<file path="src/include/spi_port_map.vh">
// constants for the paged serial register port: offsets, field positions,
// reset values and frame counts; included by bare name from src/
`ifndef SPI_PORT_MAP_VH
`define SPI_PORT_MAP_VH

// register offsets
`define CFG_ADDR 8'h00
`define CFG2_ADDR 8'h01
`define BCAST_ADDR 8'hFF

// serial_port_config fields, each mirrored in two bits
`define CFG_LSB_HI 6
`define CFG_LSB_LO 1
`define CFG_ASC_HI 5
`define CFG_ASC_LO 2
`define CFG_4W_HI 4
`define CFG_4W_LO 3
`define CFG_RESET 8'h00

// broadcast control field
`define BCAST_BIT 1
`define BCAST_RESET 8'h00

// instruction word layout
`define INSTR_BITS 16
`define INSTR_LAST 4'hF
`define IW_RW 15
`define IW_A14 14
`define IW_A13 13
`define IW_PAGE_HI 12
`define IW_PAGE_LO 9
`define IW_A8 8
`define BYTE_LAST 3'h7

// synchroniser reset: straps and data low, select high, clock low
`define PIN_SYNC_RESET 8'h02

`endif

</file>
<file path="src/paged_spi_register_port.v">
// paged serial register port: instruction plus byte stream framed by an
// active-low chip select, with 3/4-wire, bit order and address stepping.
// assumes every serial pin is asynchronous to mclk_in and that the serial
// clock runs at most about a fifth of mclk_in so edges are seen after sync.
`timescale 1ns/10ps
`include "spi_port_map.vh"

module paged_spi_register_port (
	// clock and reset
	input wire mclk_in,
	input wire rst_b_in,
	// serial pins
	input wire sclk_in,
	input wire cs_b_in,
	input wire sdio_in,
	output reg sdio_out,
	output reg sdio_oe_out,
	output reg serial_data_out_out,
	output reg serial_data_out_oe_out,
	// page straps
	input wire page_strap_3_in,
	input wire page_strap_2_in,
	input wire page_strap_1_in,
	input wire page_strap_0_in,
	// write stream to the rest of the chip
	output reg wr_valid_out,
	output reg [7:0] wr_addr_out,
	output reg [7:0] wr_data_out,
	input wire wr_ready_in,
	// status
	output reg four_wire_select_out,
	output reg broadcast_write_enable_out,
	output reg wr_overrun_out
);

	// frame states
	localparam ST_IDLE = 2'b00;
	localparam ST_INSTR = 2'b01;
	localparam ST_DATA = 2'b10;

	// ----------------------------------------------------------------
	// pin synchronisers
	// ----------------------------------------------------------------
	reg [7:0] pin_s1;
	reg [7:0] pin_s2;
	reg sclk_d;
	reg cs_b_d;
	// second stage outputs, the only copies that logic may read
	wire sclk_s = pin_s2[0];
	wire cs_b_s = pin_s2[1];
	wire sdio_s = pin_s2[2];
	wire [3:0] strap_s = pin_s2[6:3];

	// first stage feeds only the second stage; reset loads the idle pin
	// levels (select high, clock low) so the edge detectors see no false
	// edge in the cycles after reset
	always @(posedge mclk_in) begin
		if (!rst_b_in) begin
			pin_s1 <= `PIN_SYNC_RESET;
			pin_s2 <= `PIN_SYNC_RESET;
			sclk_d <= 1'b0;
			cs_b_d <= 1'b1;
		end else begin
			pin_s1 <= {1'b0, page_strap_3_in, page_strap_2_in, page_strap_1_in, page_strap_0_in,
				sdio_in, cs_b_in, sclk_in};
			pin_s2 <= pin_s1;
			sclk_d <= sclk_s;
			cs_b_d <= cs_b_s;
		end
	end

	// edges qualified by a low select so clock activity between frames
	// shifts nothing; detection costs three mclk of latency
	wire sclk_rise = sclk_s & ~sclk_d & ~cs_b_s;
	wire sclk_fall = ~sclk_s & sclk_d & ~cs_b_s;
	wire cs_fall = ~cs_b_s & cs_b_d;

	// ----------------------------------------------------------------
	// registers and image
	// ----------------------------------------------------------------
	// control registers live in flops; everything else is a plain byte
	// image that reads back what was written, reserved locations included
	reg [7:0] serial_port_config;
	reg [7:0] bcast_reg;
	reg [7:0] reg_image [0:255];

	// each field is mirrored in two bits so a host that guesses the wrong
	// bit order on its first write still sets the field it meant
	wire cfg_lsb = serial_port_config[`CFG_LSB_HI] | serial_port_config[`CFG_LSB_LO];
	wire cfg_asc = serial_port_config[`CFG_ASC_HI] | serial_port_config[`CFG_ASC_LO];
	wire cfg_4w = serial_port_config[`CFG_4W_HI] | serial_port_config[`CFG_4W_LO];
	wire bcast_en = bcast_reg[`BCAST_BIT];

	// ----------------------------------------------------------------
	// frame state
	// ----------------------------------------------------------------
	// per-frame context; bit order and stepping are frozen at select fall and
	// permissions once the instruction is complete so a write to config cannot upset the
	// frame that carries it
	reg [1:0] state;
	reg [3:0] icnt;
	reg [2:0] bcnt;
	reg [15:0] instr;
	reg is_read;
	reg wr_ok;
	reg rd_ok;
	reg lsb_mode;
	reg asc_mode;
	reg [7:0] ptr;
	reg [7:0] rx_shift;
	reg [7:0] tx_shift;
	reg load_pend;
	reg [7:0] rd_byte;

	// bit position depends on order latched for this frame
	wire [15:0] next_instr = lsb_mode ? {sdio_s, instr[15:1]} : {instr[14:0], sdio_s};
	wire [7:0] next_rx = lsb_mode ? {sdio_s, rx_shift[7:1]} : {rx_shift[6:0], sdio_s};
	wire [7:0] step_ptr = asc_mode ? ptr + 8'h01 : ptr - 8'h01;

	// address checks on the finished instruction word
	wire addr_zero = ~next_instr[`IW_A14] & ~next_instr[`IW_A13] & ~next_instr[`IW_A8];
	wire [3:0] page = next_instr[`IW_PAGE_HI:`IW_PAGE_LO];
	wire page_hit = (page == strap_s);
	wire low_regs = (page == 4'h0) && (next_instr[7:0] == `CFG_ADDR || next_instr[7:0] == `CFG2_ADDR);
	// broadcast only widens writes; reads still need the straps
	wire next_wr_ok = addr_zero & (page_hit | low_regs | bcast_en);
	wire next_rd_ok = addr_zero & page_hit;

	// a byte completes on its eighth captured rise
	wire byte_done = (state == ST_DATA) && sclk_rise && (bcnt == `BYTE_LAST);
	wire commit = byte_done && !is_read && wr_ok;

	// read value seen by the pointer
	always @* begin
		if (ptr == `CFG_ADDR)
			rd_byte = serial_port_config;
		else if (ptr == `BCAST_ADDR)
			rd_byte = bcast_reg;
		else
			rd_byte = reg_image[ptr];
	end

	// frame sequencer: chip select restarts it, any abort drops partial work
	// a short instruction never reaches ST_DATA, so it can commit nothing
	always @(posedge mclk_in) begin
		if (!rst_b_in) begin
			state <= ST_IDLE;
			icnt <= 4'h0;
			bcnt <= 3'h0;
			instr <= 16'h0000;
			is_read <= 1'b0;
			wr_ok <= 1'b0;
			rd_ok <= 1'b0;
			lsb_mode <= 1'b0;
			asc_mode <= 1'b0;
			ptr <= 8'h00;
			rx_shift <= 8'h00;
			load_pend <= 1'b0;
		end else if (cs_b_s) begin
			state <= ST_IDLE;
			load_pend <= 1'b0;
		end else begin
			load_pend <= 1'b0;
			case (state)
				ST_IDLE: begin
					if (cs_fall) begin
						// mode taken here so a config write acts on the next frame
						state <= ST_INSTR;
						lsb_mode <= cfg_lsb;
						asc_mode <= cfg_asc;
						icnt <= 4'h0;
						bcnt <= 3'h0;
					end
				end
				ST_INSTR: begin
					if (sclk_rise) begin
						instr <= next_instr;
						icnt <= icnt + 4'h1;
						// last instruction bit: decode permissions on the finished word
						if (icnt == `INSTR_LAST) begin
							state <= ST_DATA;
							is_read <= next_instr[`IW_RW];
							wr_ok <= next_wr_ok;
							rd_ok <= next_rd_ok;
							ptr <= next_instr[7:0];
							load_pend <= next_instr[`IW_RW];
						end
					end
				end
				ST_DATA: begin
					if (sclk_rise) begin
						rx_shift <= next_rx;
						bcnt <= bcnt + 3'h1;
						// byte boundary: step for the next byte; a read also reloads
						if (bcnt == `BYTE_LAST) begin
							ptr <= step_ptr;
							load_pend <= is_read;
						end
					end
				end
				default: state <= ST_IDLE;
			endcase
		end
	end

	// ----------------------------------------------------------------
	// register writes
	// ----------------------------------------------------------------
	// control flops take the byte at the same edge as the image so a read
	// in the next frame already sees the new value
	always @(posedge mclk_in) begin
		if (!rst_b_in) begin
			serial_port_config <= `CFG_RESET;
			bcast_reg <= `BCAST_RESET;
		end else if (commit) begin
			if (ptr == `CFG_ADDR)
				serial_port_config <= next_rx;
			if (ptr == `BCAST_ADDR)
				bcast_reg <= next_rx;
		end
	end

	// image holds data only, so it needs no reset
	// a write frame never launches, so image write and read never collide
	always @(posedge mclk_in) begin
		if (commit)
			reg_image[ptr] <= next_rx;
	end

	// ----------------------------------------------------------------
	// read launch
	// ----------------------------------------------------------------
	wire rd_active = (state == ST_DATA) && is_read && rd_ok;

	// next bit and next shifter value for the falling edge; the order is
	// the one latched at select fall, the pin follows the live wire mode
	wire tx_bit = lsb_mode ? tx_shift[0] : tx_shift[7];
	wire [7:0] next_tx = lsb_mode ? {1'b0, tx_shift[7:1]} : {tx_shift[6:0], 1'b0};

	// new byte loaded right after the boundary; the falling edge is still
	// several mclk cycles away at the supported serial rates
	// a refused read keeps both enables low for the whole frame
	always @(posedge mclk_in) begin
		if (!rst_b_in) begin
			tx_shift <= 8'h00;
			sdio_out <= 1'b0;
			sdio_oe_out <= 1'b0;
			serial_data_out_out <= 1'b0;
			serial_data_out_oe_out <= 1'b0;
		end else if (cs_b_s || !rd_active) begin
			sdio_oe_out <= 1'b0;
			serial_data_out_oe_out <= 1'b0;
			if (load_pend)
				tx_shift <= rd_byte;
		end else if (load_pend) begin
			tx_shift <= rd_byte;
		end else if (sclk_fall) begin
			// launch on the falling edge; pin picked by wire mode
			tx_shift <= next_tx;
			sdio_out <= tx_bit;
			serial_data_out_out <= tx_bit;
			sdio_oe_out <= ~cfg_4w;
			serial_data_out_oe_out <= cfg_4w;
		end
	end

	// ----------------------------------------------------------------
	// two-entry write buffer
	// ----------------------------------------------------------------
	// the serial host cannot be stalled, so a push into a full buffer is
	// flagged as overrun; the register image itself never misses a byte
	reg [15:0] buf1;
	reg buf1_valid;
	wire pop = wr_valid_out & wr_ready_in;
	// entry pushed on a commit: index then byte
	wire [15:0] push_word = {ptr, next_rx};

	always @(posedge mclk_in) begin
		if (!rst_b_in) begin
			wr_valid_out <= 1'b0;
			wr_addr_out <= 8'h00;
			wr_data_out <= 8'h00;
			buf1 <= 16'h0000;
			buf1_valid <= 1'b0;
			wr_overrun_out <= 1'b0;
		end else begin
			if (pop) begin
				// head leaves: refill from the second entry or from a commit
				if (buf1_valid) begin
					{wr_addr_out, wr_data_out} <= buf1;
					buf1_valid <= commit;
					if (commit)
						buf1 <= push_word;
				end else if (commit) begin
					{wr_addr_out, wr_data_out} <= push_word;
				end else begin
					wr_valid_out <= 1'b0;
				end
			end else if (commit) begin
				// no pop: a commit takes the first free entry, else it is flagged
				if (!wr_valid_out) begin
					{wr_addr_out, wr_data_out} <= push_word;
					wr_valid_out <= 1'b1;
				end else if (!buf1_valid) begin
					buf1 <= push_word;
					buf1_valid <= 1'b1;
				end else begin
					wr_overrun_out <= 1'b1;
				end
			end
		end
	end

	// status mirrors, one cycle behind the control registers, so that a
	// checker on the pins can follow them without seeing inside the block
	always @(posedge mclk_in) begin
		if (!rst_b_in) begin
			four_wire_select_out <= 1'b0;
			broadcast_write_enable_out <= 1'b0;
		end else begin
			four_wire_select_out <= cfg_4w;
			broadcast_write_enable_out <= bcast_en;
		end
	end

endmodule
</file>
<file path="config.mk">
export PLATFORM = sky130hd
export DESIGN_NAME = paged_spi_register_port
export DESIGN_NICKNAME = d
export VERILOG_FILES = /design/src/paged_spi_register_port.v
export VERILOG_INCLUDE_DIRS = /design/src /design/src/include
export SDC_FILE = /design/constraint.sdc
export NUM_CORES = 2
export LEC_CHECK = 0
export ABC_CLOCK_PERIOD_IN_PS = 11040
export BUFFER_PORTS_ARGS = -buffer_cell sky130_fd_sc_hd__buf_2
export CORE_MARGIN = 2
export CORE_UTILIZATION = 51
export DETAILED_ROUTE_END_ITERATION = 8
export PLACE_DENSITY = 0.66
export REMOVE_ABC_BUFFERS = 1
export SETUP_SLACK_MARGIN = 0.05
export SYNTH_ARGS = -nofsm -noshare
export SYNTH_HDL_FRONTEND = slang
export SYNTH_SLANG_ARGS = --single-unit
</file>
<file path="constraint.sdc">
create_clock -name mclk_in -period 11.04 [get_ports mclk_in]
set_input_delay 1.656 -clock mclk_in [delete_from_list [all_inputs] [get_ports mclk_in]]
set_output_delay 1.656 -clock mclk_in [all_outputs]
set_load 0.03 [all_outputs]
</file>
# After elaboration in Yosys (flattened, before gate mapping)

Memory sizes are Yosys's and may differ from the RTL's. A register that Yosys moved wholly into a read port is not among the register bits.
Cells that the tools add are included.

Word-level logic and storage cells: 182
Memories kept: 1
RAM bits: 2048
Input bits: 10
Output and inout bits: 24
Bits in registers: 127

Muxes and demuxes: 59
Reduce and logical (&&, ||, !) cells: 42
Add/subtract/negate cells: 4
Eq/ne operators: 19
Bitwise gates (word level): 27

Memories:

| name      | words | bits a word | rd ports | clocked after Yosys merged registers in | wr ports | line                         | RTL |
|---|---|---|---|---|---|---|---|
| reg_image | 256   | 8           | 1        | 1                                       | 1        | paged_spi_register_port.v:85 | `reg [7:0] reg_image [0:255];` |

Operator list:

| kind                                                 | count |
|---|---|
| two-way mux 8 bit                                    | 25 |
| two-way mux 16 bit                                   | 7 |
| != test 2 bit (second input constant)                | 10 |
| AND reduction 4 bit                                  | 5 |
| AND reduction 3 bit                                  | 6 |
| zero test 8 bit                                      | 2 |
| case mux 8 bit (2 select lines)                      | 1 |
| two-way mux 1 bit                                    | 15 |
| nonzero test 2 bit                                   | 7 |
| inverter 1 bit                                       | 12 |
| bitwise AND 1 bit                                    | 10 |
| AND reduction 2 bit                                  | 5 |
| adder 8 x 1 -> 8 bit (second input constant)         | 1 |
| equality test 8 x 1 -> 1 bit (second input constant) | 1 |
| equality test 8 bit (second input constant)          | 1 |
| two-way mux 4 bit                                    | 2 |
| case mux 4 bit (2 select lines)                      | 1 |
| subtractor 8 x 1 -> 8 bit (second input constant)    | 1 |
| logical AND 1 bit                                    | 7 |
| two-way mux 2 bit                                    | 3 |
| two-way mux 3 bit                                    | 2 |
| case mux 2 bit (3 select lines)                      | 1 |
| case mux 3 bit (2 select lines)                      | 1 |
| AND reduction 6 bit                                  | 1 |
| other kinds (16)                                     | 24 |

# Logic depth before layout (Yosys ltp)

Word-level depth: 10
Mapped depth: 14
Depth with buffers taken out: 9

# Worst setup path before layout

Ideal clock, no wire load.

Kind: reg-to-reg
Start point: reg lsb_mode
End point: mem reg_image[0][7] (data pin)
Arrival time: 4.455 ns
Setup slack: 5.814 ns
Period minus slack after synthesis: 5.226 ns
Setup time: 0.772 ns
Stages on the path, launching flop included: 6
Buffers on the path: 3
Data required time: 10.268 ns
Path through: dfxtp_1 clkbuf_1 clkbuf_1 clkbuf_1 mux2i_1 inv_1

Word-level cells in the longest chain between the ends: 1

RTL lines:

| element                | line                          | RTL |
|---|---|---|
| start, declared        | paged_spi_register_port.v:107 | `reg lsb_mode;` |
| start signal, assigned | paged_spi_register_port.v:169 | `lsb_mode <= cfg_lsb;` |
| two-way mux 8 bit      | paged_spi_register_port.v:117 | `wire [7:0] next_rx = lsb_mode ? {sdio_s, rx_shift[7:1]} : {rx_shift[6:0], sdio_s};` |
| via next_rx[7]         | paged_spi_register_port.v:117 |  |
| end, declared          | paged_spi_register_port.v:85  |  |

The timed path passes the listed nets, and every way through them passes these cells.

# Final worst setup path

Start point: reg state[0]
End point: mem reg_image[231][6], enable pin

Word-level cells in the longest chain between the ends: 7

RTL lines:

| element                                 | line                          | RTL |
|---|---|---|
| start, declared                         | paged_spi_register_port.v:100 | `reg [1:0] state;` |
| start signal, assigned                  | paged_spi_register_port.v:147 | `state <= ST_IDLE;` |
| start signal, assigned                  | paged_spi_register_port.v:160 | `state <= ST_IDLE;` |
| start signal, assigned                  | paged_spi_register_port.v:168 | `state <= ST_INSTR;` |
| equality test 2 bit                     | paged_spi_register_port.v:130 | `` wire byte_done = (state == ST_DATA) && sclk_rise && (bcnt == `BYTE_LAST); `` |
| logical AND 1 bit (2 in a row)          | paged_spi_register_port.v:130 |  |
| logical AND 1 bit (2 in a row)          | paged_spi_register_port.v:131 | `wire commit = byte_done && !is_read && wr_ok;` |
| two-way mux 1 bit                       | paged_spi_register_port.v:226 | `if (commit)` |
| two-way mux 1 bit (not written as such) | paged_spi_register_port.v:227 | `reg_image[ptr] <= next_rx;` |

Every way passes these cells.

==> impl_results.md <==
* Met1 wire length at 89000 µm
* Post-cts repair resize count at 0
* CTS Hold Bufs at 0
* Synthesized cell area at 85800 µm²
* Top Registers: reg_image: 2048 flops, buf1: 16 flops, instr: 16 flops
* Placed Area at 88100 µm²
* Routed length per instance at 32.6 µm
* Die width at 414 µm
* Synth Flop Type: edfxtp_1
* Async set or reset register ratio after synthesis at 0%
* Initial Util at 51.3%
* Core area at 167000 µm²
* Final worst path period share at 47.3%
* Total number of vias at 45100
* Layout cells sized above 1 at 20.1%
* Worst-Skew Late Latency at 0.85 ns
* Comb pwr share at 0.3%
* Yosys cell types at 77
* Vias in the first global route at 44200
* CTS tree: done
* Crit. End Element: register
* Sequential share of power at 56.6%
* CP arrival at 5.68 ns
* Antenna viol nets, final at 0
* Final hold violation count at 0
* PD cells at 167 nW/µm²
* Total iterations of the first detailed-routing run at 6
* Number of synthesized flops with an enable pin at 2048
* Die area at 171000 µm²
* Crit path max fanout at 22
* Total track usage at 26.1%
* Clk slew on worst S/H paths at 0.06 ns
* Synth Area per Inst at 19.2 µm²
* Yosys reg bits at 2183
* Gr ovfl total at 0
* Synthesized instance count at 4468
* Slew headroom at 10.5%
* Root Driver: clkbuf_16
* VDD IR max at 0.167 mV
* Clock share of power at 43.1%
* Max reg flops at 2048
* Net Sw Frac at 19.4%
* Setup TNS at 0 ns
* CTS sink count at 2183
* Worst-Margin Slew at 1.32 ns
* PortBufs at 33
* Final Instance Area at 94500 µm²
* Top layer in use: met5
* Switching power at 3.06 mW
* Pin count of the biggest net entering global routing at 182
* HP Class: register to register
* Final slew viol count at 0
* Register area share after synthesis at 74.9%
* Met3 Wirelength at 23500 µm
* # setup viols final at 0
* P_int at 12.7 mW
* Biggest register: reg_image
* Num CTS Buffers at 209
* Clock skew at 0.0290 ns
* Ys Warns at 0
* WL met2 at 103000 µm
* RSZ-0062 raised after global routing: false
* Initial antenna violation count at 5
* Area grow syn2layout at 10.2%
* Max Root-Sink Buffers at 3
* Fmax at 0.192 GHz
* Worst Setup Path Type: register to register
* Ports at 34
* Max cap viols at 0
* Leak at 29.0 nW
* # DRC at 0
* Worst Setup Start Kind: register
* WL final at 225000 µm
* # rows at 150
* Die H at 414 µm
* Via/cell ratio at 6.53
* Routability cong. at 0.871
* Initial DRC count at 6408
* Worst endpoint required time at 11.50 ns
* Status: complete, no violations
* H-Tree Depth at 4
* Nets at 4547
* Post-DP HPWL at 134000 µm
* Final min period at 5.22 ns
* First-pass GRT wire length at 322000 µm
* Number of setup buffers added after CTS at 0
[stage by stage]
step / setup WS [ns] / power (mW) / std cells / hold slack, ns / util [%]
finish: 5.82 / 15.8 / 6906 / 0.413 / 56.6
global route: 5.62 / 16.2 / 6905 / 0.422 / 56.6
CTS: 5.93 / 15.9 / 6905 / 0.414 / 56.6
detailed placement: 5.94 / 9.15 / 6516 / 0.398 / 52.7
global placement: 5.99 / 9.15 / 6516 / 0.401 / 52.7
floorplan: -14.41 / 9.13 / 4195 / 0.386 / -
[cell usage after synthesis, drive strengths merged (17+ instances only)]
master / instances / area [µm²]
edfxtp: 2048 / 61500
mux4: 484 / 10900
nor2: 405 / 1530
mux2i: 204 / 2040
nand2: 182 / 683
clkbuf: 137 / 514
buf: 136 / 910
dfxtp: 135 / 2700
a21oi: 91 / 455
a211oi: 72 / 541
o22ai: 61 / 382
o21ai: 51 / 255
nand3: 43 / 220
nor3: 37 / 185
o221ai: 36 / 315
and2: 31 / 194
nor2b: 24 / 150
inv: 22 / 82.6
a31oi: 21 / 131
o211ai: 19 / 143
a22oi: 18 / 135
mux2: 17 / 191
[layout make-up]
type,instances,area (µm²)
tap,2204,2760
antenna,1,2.50
inverter,24,156
clock buffer,277,5680
multi-input combinational,1988,20100
clock inverter,112,779
fill,12400,72500
sequential,2183,64200
timing repair buffer,117,858
[layout by cell type, fill, tap and decap left out, types with 40 or more instances in the layout]
master and n:
a211oi_1 71, a21oi_1 91, buf_4 79, clkbuf_1 49
clkbuf_16 213, clkinv_1 49, dfxtp_1 128, edfxtp_1 2048
mux2i_1 204, mux4_2 484, nand2_1 181, nand3_1 40
nor2_1 402, o21ai_0 51, o22ai_1 61
[critical path, cell delays in order (launching register included)]
cell	delay [ns]
dfxtp_1	0.33
inv_1	0.08
ha_1	0.63
clkinv_1	0.44
or3_1	0.71
nor3b_1	0.83
nand3_1	0.88
nor2_1	0.91
[power by group through the flow]
stage	sequential (mW)	clock, mW	combinational, mW
6_report	8.93	6.80	0.0462
5_1_grt	8.92	7.18	0.0500
4_1_cts	8.93	6.88	0.0462
3_5_place_dp	9.10	0	0.0460
3_3_place_gp	9.10	0	0.0447
2_1_floorplan	9.11	0	0.0250
[routing by layer]
layer,GRT usage (%),up-vias
met5,0,-
met1,37.5,23700
met2,39.5,2656
met3,5.69,452
li1,-,18300
met4,10.1,4
[cell families (layout without fill, tap and decap cells)]
logic type / Yosys count / count (layout) / synth area share [%]
AND/OR/NAND/NOR: 806 / 806 / 4.13
XOR/XNOR: 11 / 11 / 0.112
other: 0 / 1 / 0
flip-flops: 2183 / 2183 / 74.9
AO/OA/AOI/OAI: 452 / 452 / 3.61
adder cells (fa/ha/maj): 14 / 14 / 0.213
multiplexers: 705 / 705 / 15.3
buffers and inverters: 297 / 530 / 1.77
[path summary, 6_finish.rpt]
check                               start           endpoint  slack (ns)  cells after the start
worst max-delay path             state[0]  reg_image[231][6]        5.82                      7
worst min-delay path            pin_s1[1]          pin_s2[1]        0.41                      1
worst max register to register   state[0]  reg_image[231][6]        5.82                      7
worst min register to register  pin_s1[1]          pin_s2[1]        0.41                      1
(Power assumes the default switching activity.)
